`config.mk`:
```
export PLATFORM = sky130hd
export DESIGN_NAME = simd_fp_exception_unit
export DESIGN_NICKNAME = d
export VERILOG_FILES = /design/src/rtl/simd_fp_exc_pkg.sv /design/src/rtl/exc_class_filter.sv /design/src/rtl/simd_fp_exception_unit.sv
export VERILOG_INCLUDE_DIRS = /design/src /design/src/rtl
export SDC_FILE = /design/constraint.sdc
export NUM_CORES = 1
export LEC_CHECK = 0
export ABC_AREA = 1
export BUFFER_PORTS_ARGS = -buffer_cell sky130_fd_sc_hd__clkbuf_2
export CAP_MARGIN = 15
export CORE_MARGIN = 2
export CORE_UTILIZATION = 50
export DETAILED_ROUTE_END_ITERATION = 7
export PLACE_DENSITY = 0.89
export SYNTH_ARGS = -nofsm -noshare
export SYNTH_HDL_FRONTEND = slang
export SYNTH_SLANG_ARGS = --single-unit
```
`constraint.sdc`:
```
create_clock -name ref_clk -period 6.2 [get_ports ref_clk]
set_input_delay 0.93 -clock ref_clk [delete_from_list [all_inputs] [get_ports ref_clk]]
set_output_delay 0.93 -clock ref_clk [all_outputs]
set_load 0.005 [all_outputs]
```
`src/rtl/simd_fp_exc_consts.svh`:
```
// offsets, field positions, reset values and event codes of the exception unit
`ifndef SIMD_FP_EXC_CONSTS_SVH
`define SIMD_FP_EXC_CONSTS_SVH
`define VCSR_OFFSET 12'h000
`define IRQ_STATUS_OFFSET 12'h004
`define IRQ_MASK_OFFSET 12'h008
`define CTRL_OFFSET 12'h00c
`define EXC_STATUS_OFFSET 12'h010
`define NUM_CLASSES 6
`define FLAG_LSB 0
`define MASK_LSB 7
`define CR4_OSX_BIT 10
`define VCSR_RESET 32'h0000_1f80
`define CTRL_RESET 32'h0000_0000
`define IRQ_MASK_RESET 32'h0000_0000
`define FLAG_FIELD 6'h3f
`define EV_XF 0
`define EV_UD 1
`define EV_NONNUM 2
`define NUM_EVENTS 3
`endif

```
`src/rtl/simd_fp_exc_pkg.sv`:
```
// types shared by the exception unit files
`default_nettype none
package simd_fp_exc_pkg;
  typedef enum logic [1:0] {
    OP_PACKED_INT,
    OP_FP_SINGLE,
    OP_FP_DOUBLE,
    OP_X87_TRUNC_STORE
  } op_class_t;
  typedef enum logic [1:0] {
    RAISE_NONE,
    RAISE_SIMD_FP,
    RAISE_INVALID_OPCODE,
    RAISE_NON_NUMERIC
  } raise_t;
endpackage
`default_nettype wire

```
`src/rtl/exc_class_filter.sv`:
```
// decides which exception kind a completing instruction raises
`include "simd_fp_exc_consts.svh"
`default_nettype none
module exc_class_filter #(
  parameter int NCLS = `NUM_CLASSES
) (
  input wire logic valid, // instruction completes
  input wire simd_fp_exc_pkg::op_class_t op_class, // kind of operation
  input wire logic [NCLS-1:0] cond, // conditions seen in any element
  input wire logic [NCLS-1:0] masks, // mask bits, one per class
  input wire logic os_support, // os handles simd fp exceptions
  input wire logic non_numeric, // fault of ordinary kind from the pipe
  output logic [NCLS-1:0] flag_set, // flags to set
  output simd_fp_exc_pkg::raise_t raise // resulting exception
);
  logic fp_op;
  logic [NCLS-1:0] unmasked;
  always_comb begin
    // integer ops and the truncating x87 store never touch vector fp flags
    fp_op = (op_class == simd_fp_exc_pkg::OP_FP_SINGLE) ||
            (op_class == simd_fp_exc_pkg::OP_FP_DOUBLE);
    flag_set = (valid && fp_op) ? cond : '0;
    unmasked = flag_set & ~masks;
    raise = simd_fp_exc_pkg::RAISE_NONE;
    if (valid && non_numeric) begin
      raise = simd_fp_exc_pkg::RAISE_NON_NUMERIC;
    end else if (|unmasked) begin
      raise = os_support ? simd_fp_exc_pkg::RAISE_SIMD_FP
                         : simd_fp_exc_pkg::RAISE_INVALID_OPCODE;
    end
  end
endmodule
`default_nettype wire

```
`src/rtl/simd_fp_exception_unit.sv`:
```
// vector floating-point exception unit with apb registers and interrupt
//
// Chosen here: the address map and the APB interface to the registers.
`include "simd_fp_exc_consts.svh"
`default_nettype none
module simd_fp_exception_unit #(
  parameter int NCLS = `NUM_CLASSES
) (
  input wire logic ref_clk, // core clock, 50 MHz
  input wire logic sys_rst, // async reset, active high
  input wire logic exec_done, // instruction completes this cycle
  input wire simd_fp_exc_pkg::op_class_t exec_op_class, // operation kind
  input wire logic [NCLS-1:0] exec_cond, // detected conditions, or of all elements
  input wire logic exec_non_numeric, // memory or other non-numeric fault
  input wire logic [31:0] exec_tag, // identifies the completing instruction
  input wire logic csr_load, // load or restore writes the status register
  input wire logic [31:0] csr_load_data, // value loaded
  input wire logic [31:0] control_register_4, // control register 4
  input wire logic [11:0] paddr, // apb address
  input wire logic psel, // apb select
  input wire logic penable, // apb enable
  input wire logic pwrite, // apb direction
  input wire logic [31:0] pwdata, // apb write data
  input wire logic [3:0] pstrb, // apb byte strobes
  output logic [31:0] prdata, // apb read data
  output logic pready, // apb ready
  output logic pslverr, // apb error, unmapped address
  output logic [31:0] vector_ctrl_status_reg, // status register for store/save
  output logic simd_fp_exception_vector, // pulse: simd fp exception
  output logic invalid_opcode_exception, // pulse: invalid-opcode exception
  output logic non_numeric_exception, // pulse: non-numeric fault passed on
  output logic [31:0] exc_tag_out, // tag of faulting instruction
  output logic suppress_writeback, // pulse: keep operands and destination
  output logic irq // level interrupt
);
  // ==========================================================
  // state
  typedef struct packed {
    logic [31:0] vcsr;
    logic [`NUM_EVENTS-1:0] irq_status;
    logic [`NUM_EVENTS-1:0] irq_mask;
    logic [31:0] prdata;
    logic pready;
    logic pslverr;
    logic xf;
    logic ud;
    logic nn;
    logic [31:0] tag;
    logic suppress;
    logic irq;
    logic [1:0] last_raise;
  } state_t;

  state_t state_reg;
  state_t state_next;

  logic [NCLS-1:0] flag_set;
  simd_fp_exc_pkg::raise_t raise;

  // ==========================================================
  // exception decision
  exc_class_filter #(.NCLS(NCLS)) u_filter (
    .valid(exec_done),
    .op_class(exec_op_class),
    .cond(exec_cond),
    .masks(state_reg.vcsr[`MASK_LSB +: NCLS]),
    .os_support(control_register_4[`CR4_OSX_BIT]),
    .non_numeric(exec_non_numeric),
    .flag_set(flag_set),
    .raise(raise)
  );

  function automatic logic [31:0] wmask(input logic [3:0] strb);
    wmask = {{8{strb[3]}}, {8{strb[2]}}, {8{strb[1]}}, {8{strb[0]}}};
  endfunction

  logic apb_access;
  logic apb_wr;
  logic apb_rd;
  logic mapped;
  logic [31:0] be;
  logic [`NUM_EVENTS-1:0] ev;
  logic [`NUM_EVENTS-1:0] clr;

  // ==========================================================
  // next state
  always_comb begin
    state_next = state_reg;
    // answer one cycle into the access phase: its second cycle sees pready high
    apb_access = psel && penable && !state_reg.pready;
    apb_wr = apb_access && pwrite;
    apb_rd = apb_access && !pwrite;
    be = wmask(pstrb);
    mapped = (paddr == `VCSR_OFFSET) || (paddr == `IRQ_STATUS_OFFSET) ||
             (paddr == `IRQ_MASK_OFFSET) || (paddr == `CTRL_OFFSET) ||
             (paddr == `EXC_STATUS_OFFSET);
    ev = '0;
    clr = '0;
    state_next.pready = apb_access;
    state_next.pslverr = apb_access && !mapped;
    state_next.prdata = '0;
    if (apb_rd) begin
      case (paddr)
        `VCSR_OFFSET: state_next.prdata = state_reg.vcsr;
        `IRQ_STATUS_OFFSET: state_next.prdata = 32'(state_reg.irq_status);
        `IRQ_MASK_OFFSET: state_next.prdata = 32'(state_reg.irq_mask);
        `CTRL_OFFSET: state_next.prdata = control_register_4;
        `EXC_STATUS_OFFSET: state_next.prdata = {30'h0, state_reg.last_raise};
        default: state_next.prdata = '0;
      endcase
    end
    // software writes: load instruction port first, then apb
    if (csr_load) begin
      state_next.vcsr = csr_load_data;
    end else if (apb_wr && paddr == `VCSR_OFFSET) begin
      state_next.vcsr = (state_reg.vcsr & ~be) | (pwdata & be);
    end
    if (apb_wr && paddr == `IRQ_MASK_OFFSET) begin
      state_next.irq_mask = (state_reg.irq_mask & ~be[`NUM_EVENTS-1:0]) |
                            (pwdata[`NUM_EVENTS-1:0] & be[`NUM_EVENTS-1:0]);
    end
    if (apb_wr && paddr == `IRQ_STATUS_OFFSET) begin
      clr = pwdata[`NUM_EVENTS-1:0] & be[`NUM_EVENTS-1:0];
    end
    // hardware set wins over a same-cycle software write
    state_next.vcsr[`FLAG_LSB +: NCLS] = state_next.vcsr[`FLAG_LSB +: NCLS] |
                                         flag_set;
    // report in the completing cycle's next edge, tagged to that instruction
    state_next.xf = (raise == simd_fp_exc_pkg::RAISE_SIMD_FP);
    state_next.ud = (raise == simd_fp_exc_pkg::RAISE_INVALID_OPCODE);
    state_next.nn = (raise == simd_fp_exc_pkg::RAISE_NON_NUMERIC);
    state_next.suppress = (raise != simd_fp_exc_pkg::RAISE_NONE);
    if (raise != simd_fp_exc_pkg::RAISE_NONE) begin
      state_next.tag = exec_tag;
      state_next.last_raise = raise;
    end
    ev[`EV_XF] = state_next.xf;
    ev[`EV_UD] = state_next.ud;
    ev[`EV_NONNUM] = state_next.nn;
    state_next.irq_status = (state_reg.irq_status & ~clr) | ev;
    state_next.irq = |(state_next.irq_status & state_next.irq_mask);
  end

  always_ff @(posedge ref_clk or posedge sys_rst) begin
    if (sys_rst) begin
      state_reg <= '0;
      state_reg.vcsr <= `VCSR_RESET;
      state_reg.irq_mask <= `NUM_EVENTS'(`IRQ_MASK_RESET);
    end else begin
      state_reg <= state_next;
    end
  end

  // ==========================================================
  // outputs, all from flip-flops
  assign prdata = state_reg.prdata;
  assign pready = state_reg.pready;
  assign pslverr = state_reg.pslverr;
  assign vector_ctrl_status_reg = state_reg.vcsr;
  assign simd_fp_exception_vector = state_reg.xf;
  assign invalid_opcode_exception = state_reg.ud;
  assign non_numeric_exception = state_reg.nn;
  assign exc_tag_out = state_reg.tag;
  assign suppress_writeback = state_reg.suppress;
  assign irq = state_reg.irq;
endmodule
`default_nettype wire

```
# After elaboration in Yosys (flattened, before gate mapping)
# Cells that the tools add are included.
dict set report classes {
  bitwise_logic 15
  reduce_logical 23
  eq_ne 9
  mux 10
}
# op count
set ops {}
lappend ops {{$pmux W32 S5} 1}
lappend ops {{$mux W32} 3}
lappend ops {{$and A32 B32 Y32} 2}
lappend ops {{$not A32 Y32} 1}
lappend ops {{$or A32 B32 Y32} 1}
lappend ops {{$eq A12 B4 Y1 const B} 2}
lappend ops {{$and A3 B3 Y3} 4}
lappend ops {{$eq A12 B3 Y1 const B} 1}
lappend ops {{$eq A12 B5 Y1 const B} 1}
lappend ops {{$logic_not A12 Y1} 1}
lappend ops {{$logic_and A1 B1 Y1} 10}
lappend ops {{$and A6 B6 Y6} 1}
lappend ops {{$eq A2 B2 Y1 const B} 3}
lappend ops {{$mux W2} 3}
lappend ops {{$mux W3} 2}
lappend ops {{$mux W6} 1}
lappend ops {{$not A3 Y3} 2}
lappend ops {{$not A6 Y6} 1}
lappend ops {{$or A3 B3 Y3} 2}
lappend ops {{$or A6 B6 Y6} 1}
lappend ops {{$reduce_or A6 Y1} 1}
lappend ops {{$logic_or A1 B1 Y1} 5}
lappend ops {{$eq A2 B1 Y1 const B} 2}
lappend ops {{$reduce_bool A2 Y1} 2}
lappend ops {{2 further kinds} 4}
dict set report totals {
  ff_bits 111
  input_bits 160
  elab_cells 71
}

# Logic depth before layout (Yosys ltp)
# Gate-level depths: netlist of the first run.
dict set report depth {
  word_depth 12
  depth_mapped 13
  mapped_depth_nobuf 12
}

# Cells and area by module
# From an unflattened synthesis of the first run, not the netlist that was laid out.
dict set report unflattened {
  hier_cells 819
  area_unflattened_um2 6170.9
}
# mod area_each_um2 instances cells_per_inst
set by_module_without_submodules {}
lappend by_module_without_submodules {simd_fp_exception_unit 6005.8 1 781}
lappend by_module_without_submodules {exc_class_filter 165.2 1 38}

# Worst setup path after synthesis of the first run
# No wires, ideal clock.
dict set report synth_path {
  path_type {in2reg}
  startpoint {in paddr[11]}
  endpoint {reg state_reg (netlist bit vector_ctrl_status_reg[0])}
  path_buffers 0
  cell_stages 8
  required_time_ns 6.074
  arrival_ns 1.913
  setup_time_ns 0.126
  setup_slack_ns 4.160
  cell_sequence {nor2_1 -> nand2_2 -> nor2_4 -> nand3_4 -> nor2_4 -> inv_1 -> a21oi_1 -> o21ai_0}
}
# element line
set synth_rtl {}
lappend synth_rtl {{start, declared} simd_fp_exception_unit.sv:19} ;# input wire logic [11:0] paddr,
lappend synth_rtl {{end signal, assigned} simd_fp_exception_unit.sv:150} ;# state_reg <= state_next;
lappend synth_rtl {{end, declared} simd_fp_exception_unit.sv:54} ;# state_t state_reg;

# Worst setup path in the final report of the first run
dict set report layout_path {
  startpoint {in csr_load}
  endpoint {reg state_reg (netlist bit vector_ctrl_status_reg[19])}
}
dict set report layout_via {
  elab_chain_cells 1
  word_cells_on_any_way 2
  classes_between {mux: 1; reduce/logical: 1}
}
# element line
set layout_lines {}
lappend layout_lines {{start, declared} simd_fp_exception_unit.sv:16} ;# input wire logic csr_load,
lappend layout_lines {{$mux W32 / $reduce_bool A2 Y1 (equally long branches)} -}
# Several ways; a longest one is shown, not always the timed one.
# A chain may end at the register's enable or synchronous reset.

==> out/metrics.cfg, run 1 <==
[timing]
drv_slew=0
min_period_over_period_pct=38.02
rsz0062_at_grt=false
setup_viol=0
period_minus_slack_ps=2357
relSlewSlack_pct=46.72
tns_ps=0
fin_skew_ps=8.804
fmax_ghz=0.4242
hold_viol=0
worst_slew_pin_slew_ps=799.2

[setup_path]
worstPathArrival_ps=2590
max_stage_delay_ps=400
worstReg2RegEnd=exc_tag_out[11]
crit_top_cell=o21ai_0
crit_slowest_cell=clkbuf_2
crit_path_start_kind=primary input
crit_type=in -> reg
worst-r2r-setup-slack_ps=4200
critical_path.cell_chain=clkbuf_2 > clkinv_1 > buf_12 > nand2_4 > o21ai_0 > o21ai_0 > inv_1
cp.required_ps=6430
end_kind=register
rr_startpoint=vector_ctrl_status_reg[12]
critPathMaxFanout=45
r2r_cells=9

[placed_design]
gp_congestion=0.9368
place_hpwl_um=12230
port_buffers=262

[clocking]
numCtsBuffers=9
clkSinkCount=111
cts-root-buf=clkbuf_16
cts_resized=0
ctsHtreeMaxLevel=3
post_cts_buffers=0
ctsLongestPathBuffers=2
cts-hold-fix-buffers=0
clk_latency_ps=340
cts_tree=yes
path_clk_slew_ps=80

[finish]
drive_gt1_share_pct=34.90
fillerInstances=1055
num_antenna_cells=0
area_growth_pct=14.67
nNetsFinal=1069

[die]
dieArea_um2=13100
coreArea_um2=11960
ios=263
fp.dieH_um=114.4
die_w_um=114.4
rows=40
start_util_pct=50.98

[synth]
synth_commonest_cells=230 x nand2_1, 105 x dfrtp_1, 99 x buf_4
async_flop_share_pct=100.0
yosysSeqAreaShare_pct=45.67
syn_area_per_cell_um2=8.024
ys_types=39
ys_ff_latch=111
synth_top_cell_by_area=dfrtp_1
yosysMostFrequentCell=nand2_1
netlist.area_leader.share_pct=43.09
synth_area_um2=6098
synth_flop_cell=dfrtp_1
yosys_warnings=0
syn_inst=760
synth_edf_count=0
synthTopCellsByArea=dfrtp_1 43%, nand2_1 14%, buf_4 12%, o21ai_0 4.8%, inv_1 4.2%
synth_fp_nets=920

[pwr]
p_per_area_nw_per_um2=247.9
leakagePower_nw=3.763
p_total_mw=1.733
ir_drop_uv=143.2

[global_route]
grt_pass1_vias=4787
grt_max_degree=67
gr-total-overflow=0
grt.total_usage_pct=23.04
antenna_found_initial=0
grt_pass1_wl_um=23520

[detailed_routing]
drt_iter0_drc=391
routedWlPerCell_um=14.88
detail-route-antenna-nets=0
via_per_inst=4.994
dr_total_vias=5299
drc_errors=0
routed_wl_um=15790
dr.pass1.iters=5

[min_path]
min_path_cells=2
hold_start=exc_tag_out[5]
hp-class=reg -> reg
whs_endpoint=exc_tag_out[5]

[job]
cap_violations=0

[status]
outcome=completed

cell usage in the layout, fill, tap and decap left out, types with 3 or more instances in the layout:
| cell type | n |
|---|---|
| dfrtp_1 | 105 |
| inv_6 | 3 |
| nor2_1 | 52 |
| nand2_1 | 230 |
| o21ai_0 | 59 |
| nor2_4 | 3 |
| o21ai_1 | 6 |
| o21a_1 | 3 |
| nand3b_1 | 3 |
| dfstp_2 | 6 |
| a21oi_2 | 10 |
| inv_8 | 3 |
| clkbuf_16 | 9 |
| inv_1 | 67 |
| nor2_2 | 4 |
| nand2_2 | 4 |
| a21oi_1 | 23 |
| a211oi_1 | 12 |
| clkbuf_2 | 262 |
| nand3_1 | 24 |
critical path, delay by kind of cell:
kind / cells / cell delay, ps
AND/OR/NAND/NOR: 1 / 300
AO/OA/AOI/OAI: 2 / 260
buffers and inverters: 4 / 1070
metrics by stage:
stage	setup WS [ps]	std cells	utilization [%]	area (um2)	hold WS (ps)
2_1_floorplan	2349	760	-	6098	450.0
5_1_grt	3703	1061	58.46	6993	501.3
4_1_cts	3033	1060	58.29	6973	485.1
3_5_place_dp	2672	1044	55.84	6679	464.9
3_3_place_gp	2738	1044	55.84	6679	461.4
6_report	3843	1061	58.46	6993	478.3
layer usage:
metal  track usage (%)  share of wire [%]
met4             7.967                2.4
met1             30.84                 43
met3             3.653                7.2
met2             38.22                 47
met5                 0                  0
where the power goes:
group / internal, mW / switching, mW / leakage (nW)
Combinational: 0.132 / 0.173 / 2.25
Sequential: 0.797 / 0.0613 / 1.37
Clock: 0.286 / 0.283 / 0.146
area by class of cell:
cell class,instances,area [um2],share of cell area [%]
clock buffer,9,225.2,3.221
sequential,111,2785,39.83
multi-input combinational,451,2110,30.17
clock inverter,7,68.82,0.9841
inverter,71,274.0,3.918
timing repair buffer,265,1346,19.25
tap,147,183.9,2.630
how the worst max path moves through the flow:
stage / from / cells after the start / slack [ps] / end
2_1_floorplan: sys_rst / 1 / 2350 / exc_tag_out[0]
3_3_place_gp: csr_load / 6 / 2740 / vector_ctrl_status_reg[17]
3_5_place_dp: csr_load / 6 / 2670 / vector_ctrl_status_reg[19]
4_1_cts: csr_load / 6 / 3030 / vector_ctrl_status_reg[19]
5_1_grt: csr_load / 7 / 3700 / vector_ctrl_status_reg[16]
6_report: csr_load / 7 / 3840 / vector_ctrl_status_reg[19]
kinds of logic (layout without fill, tap and decap cells):
kind of cell,Yosys count,after routing,share of synthesized area [%]
AOI/OAI and AO/OA,121,121,11.49
buffers and inverters,198,352,19.74
DFF,111,111,45.67
and+or+nand+nor,330,330,23.10
Note: power is estimated with default switching activity, not from simulation.
==> run 2, diff against run 1 <==
- CORE_UTILIZATION: 50 -> 44
- PLACE_DENSITY: 0.89 -> 0.84
- clock period: 6.2 -> 2 ns (I/O delays scaled with it)
==> out/metrics.cfg, run 2 (synthesized netlist as in run 1, its figures left out) <==
[status]
outcome=completed

[finish]
fillerInstances=1316
final_cell_area_um2=7153
final_core_util_pct=52.14
final_common_cell=clkbuf_2
seqCellArea_um2=2785
stdcell_count=1099
nNetsFinal=1074
area_growth_pct=17.30
final_cell_mix=262 x clkbuf_2, 230 x nand2_1, 105 x dfrtp_1, 67 x inv_1, 59 x o21ai_0
multiInputGateArea_um2=2118
drive_gt1_share_pct=35.26
num_antenna_cells=0

[timing]
min_period_over_period_pct=85.29
rsz0062_at_grt=false
hold_viol=0
drv_slew=0
setup_viol=0
period_minus_slack_ps=1706
relSlewSlack_pct=61.13
worst_slew_pin_slew_ps=583.0
fmax_ghz=0.5862
tns_ps=0
fin_skew_ps=7.291
hold_slack_ps=95.35
layout_setup_ws_ps=294.2

[pwr]
comb_power_share_pct=17.5
switching_share_pct=28.45
p_sw_mw=1.561
leakagePower_nw=3.810
seq_power_share_pct=48.4
p_total_mw=5.488
p_int_mw=3.927
p_per_area_nw_per_um2=767.2
ir_drop_uv=543.9
power.share.clock_pct=34.2

[setup_path]
worstReg2RegEnd=vector_ctrl_status_reg[0]
cp.required_ps=2230
max_stage_delay_ps=400
crit_family=simple AND/OR/NAND/NOR gates
path_buf_inv=1
r2r_cells=8
crit_path_start_kind=register
critPathMaxFanout=8
worstPathArrival_ps=1930
critical_path.cell_chain=nor2_1 > nand2_1 > nor2_2 > nand3_4 > nor2_4 > inv_1 > a21oi_1 > o21ai_0
rr_startpoint=pready
crit_type=reg -> reg
worst-r2r-setup-slack_ps=290
crit_slowest_cell=dfrtp_1
end_kind=register

[min_path]
hp-class=in -> async

[detailed_routing]
routed_wl_um=15870
detail-route-antenna-nets=0
dr_total_vias=5194
routedWlPerCell_um=14.44
drc_errors=0
via_per_inst=4.726
route.met3.wl_um=1097
drt_iter0_drc=263
met1Wirelength_um=6966
top_layer=met4
dr.pass1.iters=5
wl_met2_um=7425

[die]
coreArea_um2=13720
dieArea_um2=14820
rows=43
die_w_um=121.7
fp.dieH_um=121.7
ios=263
start_util_pct=44.45

[global_route]
gr-total-overflow=0
grt_max_degree=112
grt_pass1_vias=4863
grt_pass1_wl_um=24530
antenna_found_initial=0
grt.total_usage_pct=21.35

[placed_design]
placed_cell_area_um2=6829
place_hpwl_um=12440
dp.cells=1083
place_ws_ps=136.7
gp_congestion=0.9633
port_buffers=262

[clocking]
cts_tree=yes
cts-root-buf=clkbuf_16
numCtsBuffers=9
path_clk_slew_ps=80
post_cts_buffers=0
clkSinkCount=111
ctsLongestPathBuffers=2
ctsHtreeMaxLevel=3
clk_latency_ps=340

[job]
cap_violations=0

[run 2: worst reg2reg max path: cells and delay by family (launching register included)]
family / cells / cell delay [ps]
buf+inv: 1 / 120
flops: 1 / 400
compound gates: 2 / 210
simple gates: 5 / 850
[run 2: timing repair]
item                                   in CTS  in global routing
endpoints found under the hold margin       0                  0
setup endpoints to repair                   0                  4
hold buffers                                0                  0
gates resized for setup                     0                  1
[run 2: how the worst max path moves through the flow]
stage,from,endpoint,slack (ps),depth (start not counted)
after floorplan,sys_rst,exc_tag_out[0],360,1
after global placement,paddr[5],vector_ctrl_status_reg[17],230,9
after detailed placement,paddr[5],vector_ctrl_status_reg[23],140,9
after CTS,pready,vector_ctrl_status_reg[23],200,8
after global routing,pready,vector_ctrl_status_reg[19],110,8
final,pready,vector_ctrl_status_reg[0],290,8
[run 2: area by class of cell]
class	count	area share [%]
flip-flops and latches	111	38.94
well taps	180	3.149
clock buffers	10	3.341
inverters	71	3.848
clock inverters	6	1.067
multi-input cells	451	29.61
repair buffers	270	20.05
[run 2: power groups by stage]
stage	clock [mW]	sequential [mW]	combinational, mW
after floorplan	0	2.62	0.790
after global placement	0	2.69	0.948
after detailed placement	0	2.70	0.971
after CTS	1.93	2.65	0.975
after global routing	2.02	2.68	1.10
final	1.88	2.65	0.958
[run 2: layer usage]
metal	global-route usage (%)	vias to the layer above
li1	-	2600
met1	28.46	2365
met4	7.399	0
met3	4.682	27
met2	34.55	202
met5	0	-
